--- src/hdl/input_path_cfg_pkg.sv ---
package input_path_cfg_pkg;

   // ----------------------------------------
   // Register indices (byte address = 4 * index)
   // ----------------------------------------
   localparam logic [11:0] IDX_HPF_CUT = 12'h30C;
   localparam logic [11:0] IDX_P1_SHARED = 12'h310;
   localparam logic [11:0] IDX_P1R_CTRL = 12'h314;
   localparam logic [11:0] IDX_P1R_VOLSRC = 12'h315;
   localparam logic [11:0] IDX_P1R_DELAY = 12'h316;
   localparam logic [11:0] IDX_P2_CTRL = 12'h318;
   localparam logic [11:0] IDX_P2_VOLSRC = 12'h319;
   localparam logic [11:0] IDX_P2_DELAY = 12'h31A;

   // ----------------------------------------
   // Field positions and widths
   // ----------------------------------------
   localparam int HPF_EN_BIT = 15;
   localparam int OSR_LSB = 13;
   localparam int OSR_W = 2;
   localparam int SUP_LSB = 11;
   localparam int SUP_W = 2;
   localparam int MODE_BIT = 10;
   localparam int GAIN_LSB = 1;
   localparam int GAIN_W = 7;
   localparam int SRC_LSB = 13;
   localparam int SRC_W = 2;
   localparam int DLY_LSB = 0;
   localparam int DLY_W = 6;
   localparam int CUT_LSB = 0;
   localparam int CUT_W = 3;

   // ----------------------------------------
   // Reset values and codes
   // ----------------------------------------
   localparam logic [CUT_W-1:0] RST_CUT = 3'h2;
   localparam logic [OSR_W-1:0] RST_OSR = 2'h1;
   localparam logic [SUP_W-1:0] RST_SUP = 2'h0;
   localparam logic [GAIN_W-1:0] RST_GAIN = 7'h40;
   localparam logic [SRC_W-1:0] RST_SRC = 2'h0;
   localparam logic [DLY_W-1:0] RST_DLY = 6'h00;
   localparam logic [GAIN_W-1:0] GAIN_MIN_CODE = 7'h40;
   localparam logic [GAIN_W-1:0] GAIN_MAX_CODE = 7'h5F;
   localparam logic [OSR_W-1:0] OSR_LOW_POWER = 2'h0;
   localparam logic [OSR_W-1:0] OSR_HIGH_PERF = 2'h1;
   localparam logic [OSR_W-1:0] MCLK_CODE_1536 = 2'h0;
   localparam logic [OSR_W-1:0] MCLK_CODE_3072 = 2'h1;
   localparam logic [OSR_W-1:0] MCLK_CODE_768 = 2'h3;
   localparam logic [CUT_W-1:0] CUT_MAX_CODE = 3'h4;

   typedef enum logic [3:0] {
      REG_NONE = 4'h0,
      REG_HPF_CUT = 4'h1,
      REG_P1_SHARED = 4'h2,
      REG_P1R_CTRL = 4'h3,
      REG_P1R_VOLSRC = 4'h4,
      REG_P1R_DELAY = 4'h5,
      REG_P2_CTRL = 4'h6,
      REG_P2_VOLSRC = 4'h7,
      REG_P2_DELAY = 4'h8
   } reg_id_t;

   typedef enum logic [2:0] {
      MIC_CLK_OFF = 3'h0,
      MIC_CLK_1536 = 3'h1,
      MIC_CLK_3072 = 3'h2,
      MIC_CLK_768 = 3'h3,
      MIC_CLK_RSVD = 3'h4
   } mic_clk_t;

   typedef struct packed {
      logic [CUT_W-1:0] hpfCut;
      logic p1Digital;
      logic [OSR_W-1:0] p1Osr;
      logic p1rHpf;
      logic [GAIN_W-1:0] p1rGain;
      logic [SRC_W-1:0] p1rSrc;
      logic [DLY_W-1:0] p1rDly;
      logic p2Hpf;
      logic [OSR_W-1:0] p2Osr;
      logic [SUP_W-1:0] p2Sup;
      logic p2Digital;
      logic [GAIN_W-1:0] p2Gain;
      logic [SRC_W-1:0] p2Src;
      logic [DLY_W-1:0] p2Dly;
   } cfg_t;

   typedef struct packed {
      logic hpfEn;
      logic [4:0] gainDb;
      logic gainValid;
      logic srcSecondPair;
      logic srcSingleEnded;
      logic digital;
      logic [DLY_W-1:0] delay;
   } path_ctl_t;

   localparam cfg_t CFG_RST = '{hpfCut: RST_CUT, p1Digital: 1'b0, p1Osr: RST_OSR,
      p1rHpf: 1'b0, p1rGain: RST_GAIN, p1rSrc: RST_SRC, p1rDly: RST_DLY,
      p2Hpf: 1'b0, p2Osr: RST_OSR, p2Sup: RST_SUP, p2Digital: 1'b0,
      p2Gain: RST_GAIN, p2Src: RST_SRC, p2Dly: RST_DLY};

endpackage : input_path_cfg_pkg

--- src/hdl/pga_gain_decode.sv ---
`timescale 1ns/1ps
module pga_gain_decode
   import input_path_cfg_pkg::*;
(
   // Gain code in
   input wire logic [GAIN_W-1:0] code,
   // Decoded gain
   output logic [4:0] gainDb,
   output logic valid
);

   // ----------------------------------------
   // One dB per code above the 0 dB code
   // ----------------------------------------
   always_comb begin
      valid = (code >= GAIN_MIN_CODE) && (code <= GAIN_MAX_CODE);
      gainDb = valid ? 5'(code - GAIN_MIN_CODE) : 5'h00;
   end

endmodule : pga_gain_decode

--- src/hdl/mic_delay_line.sv ---
`timescale 1ns/1ps
module mic_delay_line
   import input_path_cfg_pkg::*;
#(
   parameter int SAMPLE_W = 24,
   parameter int DEPTH = 64
) (
   // Clock and reset
   input wire logic clk,
   input wire logic rst,
   // Control
   input wire logic enable,
   input wire logic [DLY_W-1:0] delay,
   // Samples
   input wire logic inValid,
   input wire logic [SAMPLE_W-1:0] inData,
   output logic outValid,
   output logic [SAMPLE_W-1:0] outData
);

   localparam int PTR_W = $clog2(DEPTH);

   if (DEPTH < 64 || (DEPTH & (DEPTH - 1)) != 0) begin : g_chk
      $error("DEPTH must be a power of two of at least 64");
   end

   typedef struct packed {
      logic [PTR_W-1:0] wp;
      logic [PTR_W:0] fill;
      logic outValid;
      logic [SAMPLE_W-1:0] outData;
   } state_t;

   state_t st_r;
   state_t st_nxt;
   logic [SAMPLE_W-1:0] mem [DEPTH];
   logic [PTR_W-1:0] eff;
   logic [PTR_W-1:0] rdPtr;

   // ----------------------------------------
   // Ring buffer; a new delay code only moves the read tap
   // ----------------------------------------
   always_comb begin
      st_nxt = st_r;
      eff = enable ? PTR_W'(delay) : '0;
      rdPtr = st_r.wp - eff;
      st_nxt.outValid = inValid;
      if (inValid) begin
         st_nxt.wp = st_r.wp + 1'b1;
         if (st_r.fill != (PTR_W + 1)'(DEPTH)) begin
            st_nxt.fill = st_r.fill + 1'b1;
         end
         // Unwritten history reads as silence, not as unknowns
         if (eff == '0) begin
            st_nxt.outData = inData;
         end else if ((PTR_W + 1)'(eff) > st_r.fill) begin
            st_nxt.outData = '0;
         end else begin
            st_nxt.outData = mem[rdPtr];
         end
      end
   end

   always_ff @(posedge clk or posedge rst) begin
      if (rst) begin
         st_r <= '0;
      end else begin
         st_r <= st_nxt;
      end
   end

   always_ff @(posedge clk) begin
      if (inValid) begin
         mem[st_r.wp] <= inData;
      end
   end

   assign outValid = st_r.outValid;
   assign outData = st_r.outData;

   a_zero_delay: assert property (@(posedge clk) disable iff (rst)
      (inValid && (!enable || delay == '0)) |=> (outValid && outData == $past(inData)))
      else $error("undelayed sample not passed through");

   a_out_follows: assert property (@(posedge clk) disable iff (rst)
      outValid == $past(inValid))
      else $error("output valid not one cycle after input valid");

endmodule : mic_delay_line

--- src/hdl/input_path_config_bank.sv ---
// Design decision made here: the Wishbone slave port.
`timescale 1ns/1ps
// How it works
// - Bit 15 of the path one right control word enables its high-pass filter, reset off.
// - Path one right gain code 40h to 5Fh gives 0 to 31 dB in 1 dB steps, reset 40h.
// - Path one right source field picks pair and differential or single-ended, reset 00.
// - Path one right mic samples are delayed 0 to 63 samples, only in digital mode.
// - Bit 15 of the path two control word enables its high-pass filter, reset off.
// - In analogue mode the path two rate field picks low power or high performance.
// - In digital mode the path two rate field picks a 1.536, 3.072 or 0.768 MHz mic clock.
// - The path two reference select is output as written, reset 00.
// - Path two mode bit 10 selects analogue (0) or digital mic (1) input, reset 0.
// - Path two gain code 40h to 5Fh gives 0 to 31 dB in 1 dB steps, reset 40h.
// - Path two source field picks pair and differential or single-ended, reset 00.
// - Path two mic samples are delayed 0 to 63 samples, only in digital mode.
// - The shared path one mode bit also sets the right channel to analogue or digital.
// - A shared 3-bit code sets the cut-off of all high-pass filters; codes above 100 reserved.
module input_path_config_bank
   import input_path_cfg_pkg::*;
#(
   parameter int ADR_W = 14,
   parameter int SAMPLE_W = 24,
   parameter int DELAY_DEPTH = 64
) (
   // Clock and reset
   input wire logic clk,
   input wire logic rst,
   // Wishbone slave
   input wire logic cyc_i,
   input wire logic stb_i,
   input wire logic we_i,
   input wire logic [ADR_W-1:0] adr_i,
   input wire logic [3:0] sel_i,
   input wire logic [31:0] dat_i,
   output logic [31:0] dat_o,
   output logic ack_o,
   // Path one right samples
   input wire logic p1rSampleValid,
   input wire logic [SAMPLE_W-1:0] p1rSampleIn,
   output logic p1rSampleOutValid,
   output logic [SAMPLE_W-1:0] p1rSampleOut,
   // Path two samples
   input wire logic p2SampleValid,
   input wire logic [SAMPLE_W-1:0] p2SampleIn,
   output logic p2SampleOutValid,
   output logic [SAMPLE_W-1:0] p2SampleOut,
   // Decoded configuration
   output path_ctl_t p1rCtl,
   output path_ctl_t p2Ctl,
   output logic [CUT_W-1:0] highpassCutoffSel,
   output logic highpassCutoffValid,
   output mic_clk_t p1MicClock,
   output mic_clk_t p2MicClock,
   output logic p2LowPower,
   output logic p2PerfHigh,
   output logic [SUP_W-1:0] p2MicRefSel
);

   if (ADR_W < 14) begin : g_chk
      $error("ADR_W must be at least 14");
   end

   // ----------------------------------------
   // State
   // ----------------------------------------
   typedef struct packed {
      cfg_t cfg;
      logic ack;
      logic [31:0] rdata;
      path_ctl_t p1r;
      path_ctl_t p2;
      logic [CUT_W-1:0] cut;
      logic cutOk;
      mic_clk_t clk1;
      mic_clk_t clk2;
      logic lowPow;
      logic perfHi;
      logic [SUP_W-1:0] refSel;
   } state_t;

   state_t st_r;
   state_t st_nxt;
   reg_id_t regId;
   logic access;
   logic [15:0] wrWord;
   logic [4:0] p1rGainDb;
   logic p1rGainOk;
   logic [4:0] p2GainDb;
   logic p2GainOk;

   // ----------------------------------------
   // Helpers
   // ----------------------------------------
   function automatic reg_id_t regSelect(input logic [ADR_W-1:0] a);
      logic [ADR_W-3:0] idx;
      idx = a[ADR_W-1:2];
      if (idx == (ADR_W - 2)'(IDX_HPF_CUT)) begin
         return REG_HPF_CUT;
      end else if (idx == (ADR_W - 2)'(IDX_P1_SHARED)) begin
         return REG_P1_SHARED;
      end else if (idx == (ADR_W - 2)'(IDX_P1R_CTRL)) begin
         return REG_P1R_CTRL;
      end else if (idx == (ADR_W - 2)'(IDX_P1R_VOLSRC)) begin
         return REG_P1R_VOLSRC;
      end else if (idx == (ADR_W - 2)'(IDX_P1R_DELAY)) begin
         return REG_P1R_DELAY;
      end else if (idx == (ADR_W - 2)'(IDX_P2_CTRL)) begin
         return REG_P2_CTRL;
      end else if (idx == (ADR_W - 2)'(IDX_P2_VOLSRC)) begin
         return REG_P2_VOLSRC;
      end else if (idx == (ADR_W - 2)'(IDX_P2_DELAY)) begin
         return REG_P2_DELAY;
      end else begin
         return REG_NONE;
      end
   endfunction : regSelect

   // Only held fields are placed; every other bit reads zero
   function automatic logic [15:0] regRead(input cfg_t c, input reg_id_t id);
      logic [15:0] w;
      w = 16'h0000;
      case (id)
         REG_HPF_CUT: w[CUT_LSB +: CUT_W] = c.hpfCut;
         REG_P1_SHARED: begin
            w[OSR_LSB +: OSR_W] = c.p1Osr;
            w[MODE_BIT] = c.p1Digital;
         end
         REG_P1R_CTRL: begin
            w[HPF_EN_BIT] = c.p1rHpf;
            w[GAIN_LSB +: GAIN_W] = c.p1rGain;
         end
         REG_P1R_VOLSRC: w[SRC_LSB +: SRC_W] = c.p1rSrc;
         REG_P1R_DELAY: w[DLY_LSB +: DLY_W] = c.p1rDly;
         REG_P2_CTRL: begin
            w[HPF_EN_BIT] = c.p2Hpf;
            w[OSR_LSB +: OSR_W] = c.p2Osr;
            w[SUP_LSB +: SUP_W] = c.p2Sup;
            w[MODE_BIT] = c.p2Digital;
            w[GAIN_LSB +: GAIN_W] = c.p2Gain;
         end
         REG_P2_VOLSRC: w[SRC_LSB +: SRC_W] = c.p2Src;
         REG_P2_DELAY: w[DLY_LSB +: DLY_W] = c.p2Dly;
         default: w = 16'h0000;
      endcase
      return w;
   endfunction : regRead

   function automatic mic_clk_t micClock(input logic dig, input logic [OSR_W-1:0] osr);
      if (!dig) begin
         return MIC_CLK_OFF;
      end else if (osr == MCLK_CODE_1536) begin
         return MIC_CLK_1536;
      end else if (osr == MCLK_CODE_3072) begin
         return MIC_CLK_3072;
      end else if (osr == MCLK_CODE_768) begin
         return MIC_CLK_768;
      end else begin
         return MIC_CLK_RSVD;
      end
   endfunction : micClock

   // ----------------------------------------
   // Gain decoders
   // ----------------------------------------
   pga_gain_decode u_p1r_gain (
      .code(st_r.cfg.p1rGain),
      .gainDb(p1rGainDb),
      .valid(p1rGainOk)
   );

   pga_gain_decode u_p2_gain (
      .code(st_r.cfg.p2Gain),
      .gainDb(p2GainDb),
      .valid(p2GainOk)
   );

   // ----------------------------------------
   // Bus access and decode
   // ----------------------------------------
   always_comb begin
      st_nxt = st_r;
      regId = regSelect(adr_i);
      access = cyc_i && stb_i;
      // Byte lanes above the low half carry nothing
      wrWord = regRead(st_r.cfg, regId);
      if (sel_i[0]) begin
         wrWord[7:0] = dat_i[7:0];
      end
      if (sel_i[1]) begin
         wrWord[15:8] = dat_i[15:8];
      end
      st_nxt.ack = access && !st_r.ack;
      if (access && !st_r.ack) begin
         st_nxt.rdata = {16'h0000, regRead(st_r.cfg, regId)};
      end
      // Write lands on the edge that the master samples ack
      if (access && st_r.ack && we_i) begin
         case (regId)
            REG_HPF_CUT: st_nxt.cfg.hpfCut = wrWord[CUT_LSB +: CUT_W];
            REG_P1_SHARED: begin
               st_nxt.cfg.p1Osr = wrWord[OSR_LSB +: OSR_W];
               st_nxt.cfg.p1Digital = wrWord[MODE_BIT];
            end
            REG_P1R_CTRL: begin
               st_nxt.cfg.p1rHpf = wrWord[HPF_EN_BIT];
               st_nxt.cfg.p1rGain = wrWord[GAIN_LSB +: GAIN_W];
            end
            REG_P1R_VOLSRC: st_nxt.cfg.p1rSrc = wrWord[SRC_LSB +: SRC_W];
            REG_P1R_DELAY: st_nxt.cfg.p1rDly = wrWord[DLY_LSB +: DLY_W];
            REG_P2_CTRL: begin
               st_nxt.cfg.p2Hpf = wrWord[HPF_EN_BIT];
               st_nxt.cfg.p2Osr = wrWord[OSR_LSB +: OSR_W];
               st_nxt.cfg.p2Sup = wrWord[SUP_LSB +: SUP_W];
               st_nxt.cfg.p2Digital = wrWord[MODE_BIT];
               st_nxt.cfg.p2Gain = wrWord[GAIN_LSB +: GAIN_W];
            end
            REG_P2_VOLSRC: st_nxt.cfg.p2Src = wrWord[SRC_LSB +: SRC_W];
            REG_P2_DELAY: st_nxt.cfg.p2Dly = wrWord[DLY_LSB +: DLY_W];
            default: st_nxt.cfg = st_r.cfg;
         endcase
      end
      // Gain only counts for analogue input; reserved codes give no gain
      st_nxt.p1r.hpfEn = st_r.cfg.p1rHpf;
      st_nxt.p1r.gainDb = p1rGainDb;
      st_nxt.p1r.gainValid = p1rGainOk && !st_r.cfg.p1Digital;
      st_nxt.p1r.srcSecondPair = st_r.cfg.p1rSrc[1];
      st_nxt.p1r.srcSingleEnded = st_r.cfg.p1rSrc[0];
      st_nxt.p1r.digital = st_r.cfg.p1Digital;
      st_nxt.p1r.delay = st_r.cfg.p1rDly;
      st_nxt.p2.hpfEn = st_r.cfg.p2Hpf;
      st_nxt.p2.gainDb = p2GainDb;
      st_nxt.p2.gainValid = p2GainOk && !st_r.cfg.p2Digital;
      st_nxt.p2.srcSecondPair = st_r.cfg.p2Src[1];
      st_nxt.p2.srcSingleEnded = st_r.cfg.p2Src[0];
      st_nxt.p2.digital = st_r.cfg.p2Digital;
      st_nxt.p2.delay = st_r.cfg.p2Dly;
      st_nxt.cut = st_r.cfg.hpfCut;
      st_nxt.cutOk = st_r.cfg.hpfCut <= CUT_MAX_CODE;
      st_nxt.clk1 = micClock(st_r.cfg.p1Digital, st_r.cfg.p1Osr);
      st_nxt.clk2 = micClock(st_r.cfg.p2Digital, st_r.cfg.p2Osr);
      st_nxt.lowPow = !st_r.cfg.p2Digital && st_r.cfg.p2Osr == OSR_LOW_POWER;
      st_nxt.perfHi = !st_r.cfg.p2Digital && st_r.cfg.p2Osr == OSR_HIGH_PERF;
      st_nxt.refSel = st_r.cfg.p2Sup;
   end

   always_ff @(posedge clk or posedge rst) begin
      if (rst) begin
         st_r <= '0;
         st_r.cfg <= CFG_RST;
      end else begin
         st_r <= st_nxt;
      end
   end

   // ----------------------------------------
   // Mic sample delays
   // ----------------------------------------
   mic_delay_line #(
      .SAMPLE_W(SAMPLE_W),
      .DEPTH(DELAY_DEPTH)
   ) u_p1r_delay (
      .clk(clk),
      .rst(rst),
      .enable(st_r.p1r.digital),
      .delay(st_r.p1r.delay),
      .inValid(p1rSampleValid),
      .inData(p1rSampleIn),
      .outValid(p1rSampleOutValid),
      .outData(p1rSampleOut)
   );

   mic_delay_line #(
      .SAMPLE_W(SAMPLE_W),
      .DEPTH(DELAY_DEPTH)
   ) u_p2_delay (
      .clk(clk),
      .rst(rst),
      .enable(st_r.p2.digital),
      .delay(st_r.p2.delay),
      .inValid(p2SampleValid),
      .inData(p2SampleIn),
      .outValid(p2SampleOutValid),
      .outData(p2SampleOut)
   );

   // ----------------------------------------
   // Outputs
   // ----------------------------------------
   assign dat_o = st_r.rdata;
   assign ack_o = st_r.ack;
   assign p1rCtl = st_r.p1r;
   assign p2Ctl = st_r.p2;
   assign highpassCutoffSel = st_r.cut;
   assign highpassCutoffValid = st_r.cutOk;
   assign p1MicClock = st_r.clk1;
   assign p2MicClock = st_r.clk2;
   assign p2LowPower = st_r.lowPow;
   assign p2PerfHigh = st_r.perfHi;
   assign p2MicRefSel = st_r.refSel;

   // ----------------------------------------
   // Checks
   // ----------------------------------------
   a_hpf_write: assert property (@(posedge clk) disable iff (rst)
      (cyc_i && stb_i && we_i && ack_o && sel_i[1] && regSelect(adr_i) == REG_P1R_CTRL)
      |=> ##1 (p1rCtl.hpfEn == $past(dat_i[HPF_EN_BIT], 2)))
      else $error("path one right filter enable not written");

   a_gain_zero: assert property (@(posedge clk) disable iff (rst)
      (st_r.cfg.p1rGain == GAIN_MIN_CODE && !st_r.cfg.p1Digital)
      |=> (p1rCtl.gainValid && p1rCtl.gainDb == 5'h00))
      else $error("gain code 40h not decoded as 0 dB");

   a_gain_top: assert property (@(posedge clk) disable iff (rst)
      (st_r.cfg.p2Gain == GAIN_MAX_CODE && !st_r.cfg.p2Digital)
      |=> (p2Ctl.gainValid && p2Ctl.gainDb == 5'h1F))
      else $error("gain code 5Fh not decoded as 31 dB");

   a_src_follow: assert property (@(posedge clk) disable iff (rst)
      p1rCtl.srcSecondPair == $past(st_r.cfg.p1rSrc[1]))
      else $error("source pair select does not follow field");

   a_low_power: assert property (@(posedge clk) disable iff (rst)
      (!st_r.cfg.p2Digital && st_r.cfg.p2Osr == OSR_LOW_POWER) |=> (p2LowPower && !p2PerfHigh))
      else $error("low power mode not decoded");

   a_slow_clock: assert property (@(posedge clk) disable iff (rst)
      (st_r.cfg.p2Digital && st_r.cfg.p2Osr == MCLK_CODE_768) |=> (p2MicClock == MIC_CLK_768))
      else $error("slow mic clock not decoded");

   a_mode_two: assert property (@(posedge clk) disable iff (rst)
      $rose(st_r.cfg.p2Digital) |=> (p2Ctl.digital && !p2Ctl.gainValid))
      else $error("path two digital mode not applied");

   a_cut_reserved: assert property (@(posedge clk) disable iff (rst)
      (st_r.cfg.hpfCut > CUT_MAX_CODE) |=> !highpassCutoffValid)
      else $error("reserved cut-off code flagged valid");

   a_read_back: assert property (@(posedge clk) disable iff (rst)
      (cyc_i && stb_i && !we_i && !ack_o && regSelect(adr_i) == REG_P2_DELAY)
      |=> (ack_o && dat_o == {26'h0, st_r.cfg.p2Dly}))
      else $error("delay field read back wrong");

   a_ack_pulse: assert property (@(posedge clk) disable iff (rst)
      ack_o |=> !ack_o)
      else $error("ack held longer than one cycle");

endmodule : input_path_config_bank

--- config.mk ---
export PLATFORM = sky130hd
export DESIGN_NAME = input_path_config_bank
export DESIGN_NICKNAME = d
export VERILOG_FILES = /design/src/hdl/input_path_cfg_pkg.sv /design/src/hdl/pga_gain_decode.sv /design/src/hdl/mic_delay_line.sv /design/src/hdl/input_path_config_bank.sv
export SDC_FILE = /design/constraint.sdc
export NUM_CORES = 2
export LEC_CHECK = 0
export BUFFER_PORTS_ARGS = -buffer_cell sky130_fd_sc_hd__buf_2
export CORE_ASPECT_RATIO = 1.5
export CORE_UTILIZATION = 45
export DETAILED_ROUTE_END_ITERATION = 10
export PLACE_DENSITY = 0.65
export SLEW_MARGIN = 10
export SYNTH_ARGS = -nofsm -noshare
export SYNTH_HDL_FRONTEND = slang
export SYNTH_HIERARCHICAL = 1
export SYNTH_SLANG_ARGS = --single-unit
--- constraint.sdc ---
create_clock -name clk -period 5.6 [get_ports clk]
set_clock_uncertainty 0.1 [all_clocks]
set_input_delay 0.28 -clock clk [delete_from_list [all_inputs] [get_ports clk]]
set_output_delay 0.28 -clock clk [all_outputs]
set_load 0.03 [all_outputs]
======== After elaboration in Yosys (flattened, before gate mapping) ========
Memories as Yosys holds them, arrays and structs flattened.
Index checks and enable logic that the tools add are counted.
word-level totals
  bits in registers ....................... 180
  output and inout port bits .............. 129
  memories kept ........................... 2
  memory bits (writable) .................. 3,072
operators by class
  equal/unequal tests ..................... 22
  reductions and logical operators ........ 27
  mux-type cells .......................... 39
  $lt $le $gt $ge ......................... 7
  add/sub/neg operators ................... 8
memory list
  memory           depth  bits a word  rd ports  clocked after memory_dff  write ports  RTL line              RTL
  u_p1r_delay.mem  64     24           1         0                         1            mic_delay_line.sv:36  logic [SAMPLE_W-1:0] mem [DEPTH];
  u_p2_delay.mem   64     24           1         0                         1            mic_delay_line.sv:36
operators by type and width
  operator              number
  $eq 12x10->1 const B  8
  $mux 24               4
  $mux 4                8
  $mux 3                8
  $reduce_and 2->1      10
  $eq 4x3->1 const B    4
  $mux 8                2
  $pmux 2 s4            2
  $add 7x1->7 const B   2
  $ge 7x7->1 const B    2
  $gt 6x7->1            2
  $le 7x7->1 const B    2
  $ne 7x7->1 const B    2
  $add 6x1->6 const B   2
  $logic_not 6->1       2
  $mux 6                2
  $pmux 3 s4            1
  $sub 6x6->6           2
  $logic_and 1x1->1     10
  $mux 5                2
  $pmux 2 s5            1
  $sub 5x1->5 const B   2
  $eq 4x2->1 const B    2
  $eq 2x1->1 const B    2
  11 further kinds      19

======== Depth between registers and ports, before layout ========
  depth in word-level cells ............... 12
  depth in mapped cells ................... 14

======== Hierarchy ========
The synthesis kept the hierarchy.
by module, submodules not included
  module                        sequential area each (um2)  area an instance (um2)  cells an instance  instances
  mic_delay_line (u_p1r_delay)  47,075.1                    62,316.0                3,648              1
  mic_delay_line (u_p2_delay)   47,075.1                    61,167.4                3,019              1
  input_path_config_bank        2,608.8                     5,021.1                 476                1
  pga_gain_decode               0.0                         50.0                    6                  2

======== Least setup slack after synthesis ========
OpenSTA, ideal clock, no wires.
  kind .................................... reg-to-reg
  start point ............................. register st_r (netlist bit p2Ctl[6])
  end point ............................... register u_p2_delay.st_r (netlist bit u_p2_delay/outData[23])
  path slack .............................. 2.306 ns
  arrival ................................. 3.051 ns
  cell stages (with the launch flop) ...... 13
  period minus slack after synthesis ...... 3.294 ns
  required time ........................... 5.357 ns
  setup time .............................. 0.143 ns
  buffers on the path ..................... 5
  path through ............................ dfrtp_1 -> buf_2 -> and3b_1 -> fa_1 -> buf_2 -> clkbuf_1 -> clkbuf_1 -> clkbuf_1 -> mux4_2 -> nand3_1 -> nand2_1 -> o21ai_0 -> o211ai_1
on the way
  cells in the longest elaborated chain, start to end .. 5
RTL lines
  element                   RTL line                       RTL
  start: declaration        input_path_config_bank.sv:81   state_t st_r;
  start signal: assignment  input_path_config_bank.sv:251  st_r <= st_nxt;
  $mux 6 (*)                mic_delay_line.sv:45           eff = enable ? PTR_W'(delay) : '0;
  $sub 6x6->6               mic_delay_line.sv:46           rdPtr = st_r.wp - eff;
  $mem_v2 64x24             --
  $mux 24                   mic_delay_line.sv:56           end else if ((PTR_W + 1)'(eff) > st_r.fill) begin
  $mux 24 (*)               mic_delay_line.sv:54           if (eff == '0) begin
  end signal: assignment    mic_delay_line.sv:68           st_r <= st_nxt;
  end: declaration          mic_delay_line.sv:34           state_t st_r;
Mark *: on every way between the ends. The rest lies on a longest branch, timed or not.
A chain may end at the register's enable or synchronous reset.

======== Worst setup path in the final report ========
  start point ............................. register st_r (netlist bit p2Ctl[6])
  end point ............................... register u_p2_delay.st_r (netlist bit u_p2_delay/outData[11])
Same word-level chain as after synthesis.

==> results.md <==
Floorplan:
- The die is ~440 µm wide.
- The overall die area is ~290000 µm².
- For this configuration, the core starts out at a cell density of 0.4518.
- Row generation in the floorplan step produced 240 rows.
- The floorplan step set the die height to between 600 and 700 µm.
- In this run the count of I/O pins placed on the die edge is around 230.
- The core region is between 200000 and 300000 µm².

Critical path:
- The count of cells along the worst register-to-register path is 11.
- The required time at the endpoint of the critical path is between 6000 and 7000 ps.
- Counting stages on the worst path, the most repeated cell is sky130_fd_sc_hd__o211ai_1.
- The launching point of the worst reg2reg path is p2Ctl[6].
- Along the worst path, the maximum fanout reaches between 60 and 70.
- The delay contributed by the slowest stage of the critical path is 620 ps.
- The worst register-to-register path ends at u_p2_delay/outData[11].
- The worst setup path is captured at a flip-flop.
- Data on the critical path arrives at its endpoint at approximately 5200 ps.
- Across all register-to-register paths, the minimum setup slack is just under 1000 ps.
- The slowest library cell on the worst path is sky130_fd_sc_hd__a222oi_1.
- Together, buffers and inverters on the worst path number 2.
- STA classifies the critical path startpoint as a flip-flop.
- The cell family contributing the most delay on the critical path is compound AO/OA/AOI/OAI gates.
- The critical path goes through and3b_1, fa_4, nand2b_1, a21oi_1, xnor2_2, buf_12, buf_4, mux2i_1, o211ai_1, a222oi_1, o211ai_1.
- In this run the worst setup path begins at p2Ctl[6].
- The critical setup path kind is flip-flop to flip-flop.

Synthesis:
- The async set-reset flop share out of synthesis is 0.05535.
- The sequential area share after synthesis is 0.7524.
- The distinct cell type count of the synthesized netlist is between 90 and 100.
- During synthesis, Yosys emitted a total of 6 warnings.
- The post-synthesis sequential element count is 3252.
- Summing every instance area after synthesis gives 128600 µm².
- In the synthesized netlist the dominant register cell turns out to be sky130_fd_sc_hd__edfxtp_1.
- The gate count after technology mapping is just over 7k.
- Each instance of the synthesized netlist takes up on average between 15 and 20 µm².
- Yosys mapped a number of flops with a built-in enable equal to 3072.

GRT:
- The via count of the first global-routing pass is 70.02k.
- The remaining global-route overflow is 0.
- The first global-routing pass estimated 491300 µm of wire.
- Across every metal layer, demand over resource in global routing totals 0.2347.
- Entering global routing, the biggest net connects roughly 160 pins.
- The number of antenna violations at the first check in global routing is 5.

Power and ir drop:
- The overall power consumption is a little over 70000 µW.
- Across the VDD grid, the largest voltage drop is around 650 µV.
- Dividing total power by cell area gives a power density of 496.4 nW/µm².
- Summed over all cells, the static leakage comes to roughly 0.048 µW.

Clocking:
- Clock-pin slew was measured on the worst setup and hold paths at roughly 60 ps.
- The clock tree from TritonCTS is built.
- The tree built by TritonCTS fans out to between 3k and 4k sinks.
- The number of clock buffers added by TritonCTS is approximately 300.
- The clock root buffer is sky130_fd_sc_hd__clkbuf_16.
- The clock passes through at most 4 buffers.
- The H-tree was split into 5 levels.
- The clock latency on the worst-skew pair is ~900 ps.

Place:
- In this run the tool buffered the top-level ports with approximately 190 buffer cells.
- The worst slack at placement is just over 1000 ps.
- The wire-length estimate of the detail-placed layout is between 200000 and 250000 µm.
- Routability-driven placement finished with a final weighted congestion of between 0.9 and 1.

Timing:
- Setup violations remaining at the end of the flow were counted as 0.
- The max-slew violation count is 0.
- Setup repair after global routing left no endpoint under its margin.
- Timing would allow up to ~0.22 GHz.
- At the pin with the least slew margin, the transition time is 1187 ps.
- The smallest setup slack after layout is roughly 1000 ps.
- The worst pin sits at a relative slew slack of 0.2061.
- The portion of the clock cycle consumed by the worst path in the final layout is 0.8256.
- The final hold violation count is 0.
- Summed over all failing endpoints, the final setup total negative slack is 0 ps.
- The minimum period implied by the final worst setup slack is 4623 ps.

Routing:
- The pre-antenna-repair detailed-routing pass consisted of 9 iterations.
- The total wirelength of the detailed-routed design is 341500 µm.
- The wire length per cell after detailed routing is about 30 µm.
- The number of DRC markers after the initial detailed-route iteration is approximately 7.4k.
- The vias after detailed routing is between 60k and 70k.
- The post-detailed-route via-to-cell ratio is 6.032.
- For this run, design rule violations remaining after detail routing come to 0.
- The number of nets still failing antenna checks after routing is 0.

Worst hold path:
- The path with the worst hold slack has its endpoint at u_p2_delay/mem[21][15].
- In this run the worst hold path is classified as primary input to flip-flop.
- The startpoint identified for the worst hold timing path is p2SampleIn[15].
- The worst hold path passes through 2 cells.

Finish:
- The library cell used most frequently in the layout, excluding fill and tap cells, is sky130_fd_sc_hd__edfxtp_1.
- The top cell types in the final layout, fill and taps aside, are sky130_fd_sc_hd__edfxtp_1, sky130_fd_sc_hd__nand2_1, sky130_fd_sc_hd__mux4_2, sky130_fd_sc_hd__nand3_1, sky130_fd_sc_hd__clkbuf_16.
- The layout has about 23k filler cells.
- For this run, the share of the core covered by cells in the final layout is 0.5104.
- The synthesis-to-finish area growth is 12.99%.
- The net total in the final layout is 7590.
- The fraction of final layout cells sized beyond drive strength 1 is 0.2169.

Job:
- Across the run, the number of max-cap violations was 0.

Run status:
- The run finished with clean final reports.
-- per-stage QoR --
step | hold slack [ps] | instances | instance area, µm²
after floorplan | 211.4 | 7172 | 128700
after global placement | 279.9 | 10820 | 134700
after detailed placement | 286.6 | 10820 | 134700
after CTS | 2.896 | 11430 | 145300
after global routing | 16.83 | 11430 | 145300
final | 17.00 | 11440 | 145300
-- cell type report --
type | count | area, µm² | share of cell area
flip-flops and latches | 3252 | 96760 | 0.6659
repair buffers | 550 | 4334 | 0.02983
diodes | 4 | 10.01 | 0.00006889
well taps | 3751 | 4693 | 0.03230
inverters | 40 | 152.6 | 0.001050
multi-input cells | 3300 | 29530 | 0.2032
clock buffers | 382 | 8189 | 0.05636
clock inverters | 158 | 1637 | 0.01126
-- cell families after synthesis --
| family | share of synthesized area |
|---|---|
| muxes | 0.1078 |
| xor gates and xnor gates | 0.002753 |
| and+or+nand+nor | 0.06574 |
| adders and majority gates | 0.003619 |
| other | 0.00002916 |
| AOI/OAI and AO/OA | 0.04293 |
| DFF | 0.7524 |
| buffers and inverters | 0.02473 |
-- worst max-delay path by stage --
stage / depth (start not counted) / end / slack [ps]
floorplan: 12 / u_p2_delay/outData[23] / 2310
global placement: 10 / u_p1r_delay/outData[14] / 990
detailed placement: 10 / u_p1r_delay/outData[14] / 1030
CTS: 10 / u_p1r_delay/outData[14] / 1000
global route: 10 / u_p1r_delay/outData[1] / 850
finish: 11 / u_p2_delay/outData[11] / 980
-- registers in the layout, indices dropped and copies added, names as in the netlist, 13 cells and up --
name                 cells
u_p1r_delay/mem       1536
u_p2_delay/mem        1536
st_nxt                  25
u_p1r_delay/outData     24
u_p2_delay/outData      24
st_r                    18
p1rCtl                  16
p2Ctl                   16
dat_o                   14
u_p1r_delay/st_r        13
u_p2_delay/st_r         13
-- worst reg2reg max path: cells and delay by family, from the launching register on --
family	cells	cell delay [ps]
compound gates	4	1510
xor+xnor	1	190
fa+ha+maj	1	560
buf+inv	2	860
flops	1	530
mux	1	220
simple gates	2	510
-- timing repair --
item / 4_1_cts / 5_1_grt
setup buffers: 0 / 0
gates resized for setup: 0 / 0
endpoints found under the hold margin: 712 / 0
hold buffers: 75 / 0
-- synth_stat cells (all sizes together), types with 6 or more instances --
| cell | n | area, µm² |
|---|---|---|
| mux4 | 526 | 11850 |
| a32oi | 88 | 770.7 |
| nor2 | 235 | 897.1 |
| buf | 288 | 1934 |
| nor4 | 59 | 450.4 |
| a32o | 45 | 450.4 |
| edfxtp | 3072 | 92250 |
| and2 | 7 | 43.79 |
| mux2i | 168 | 1682 |
| o2111ai | 24 | 210.2 |
| nand3 | 322 | 1612 |
| inv | 37 | 138.9 |
| nor2b | 18 | 112.6 |
| mux2 | 30 | 337.8 |
| and3 | 272 | 1702 |
| o31ai | 16 | 125.1 |
| a31oi | 20 | 125.1 |
| a21oi | 65 | 325.3 |
| nand2 | 690 | 2597 |
| a211oi | 204 | 1531 |
| o211ai | 117 | 883.4 |
| ha | 34 | 425.4 |
| a222oi | 23 | 230.2 |
| a22oi | 10 | 75.07 |
| nor3 | 13 | 80.08 |
| dfrtp | 175 | 4379 |
| clkbuf | 292 | 1096 |
| and3b | 13 | 113.9 |
| xnor2 | 24 | 225.2 |
| nand4 | 67 | 425.4 |
| xor2 | 13 | 128.9 |
| or3 | 7 | 48.80 |
| nand2b | 13 | 81.33 |
| nand3b | 6 | 57.56 |
| o21ai | 89 | 456.7 |
-- layer usage --
metal,up-vias,track usage,wire (µm)
met2,2978,0.3953,171500
met5,-,0,36
met4,6,0.1371,23120
met3,725,0.03606,24140
met1,36070,0.2864,122700
li1,29200,-,-
-- where the power goes --
part,switching [µW],internal (µW)
Clock,8970,11700
Combinational,15400,8220
Sequential,354,27500
Total,24700,47400
No activity file was read; power rests on OpenSTA's default activity.
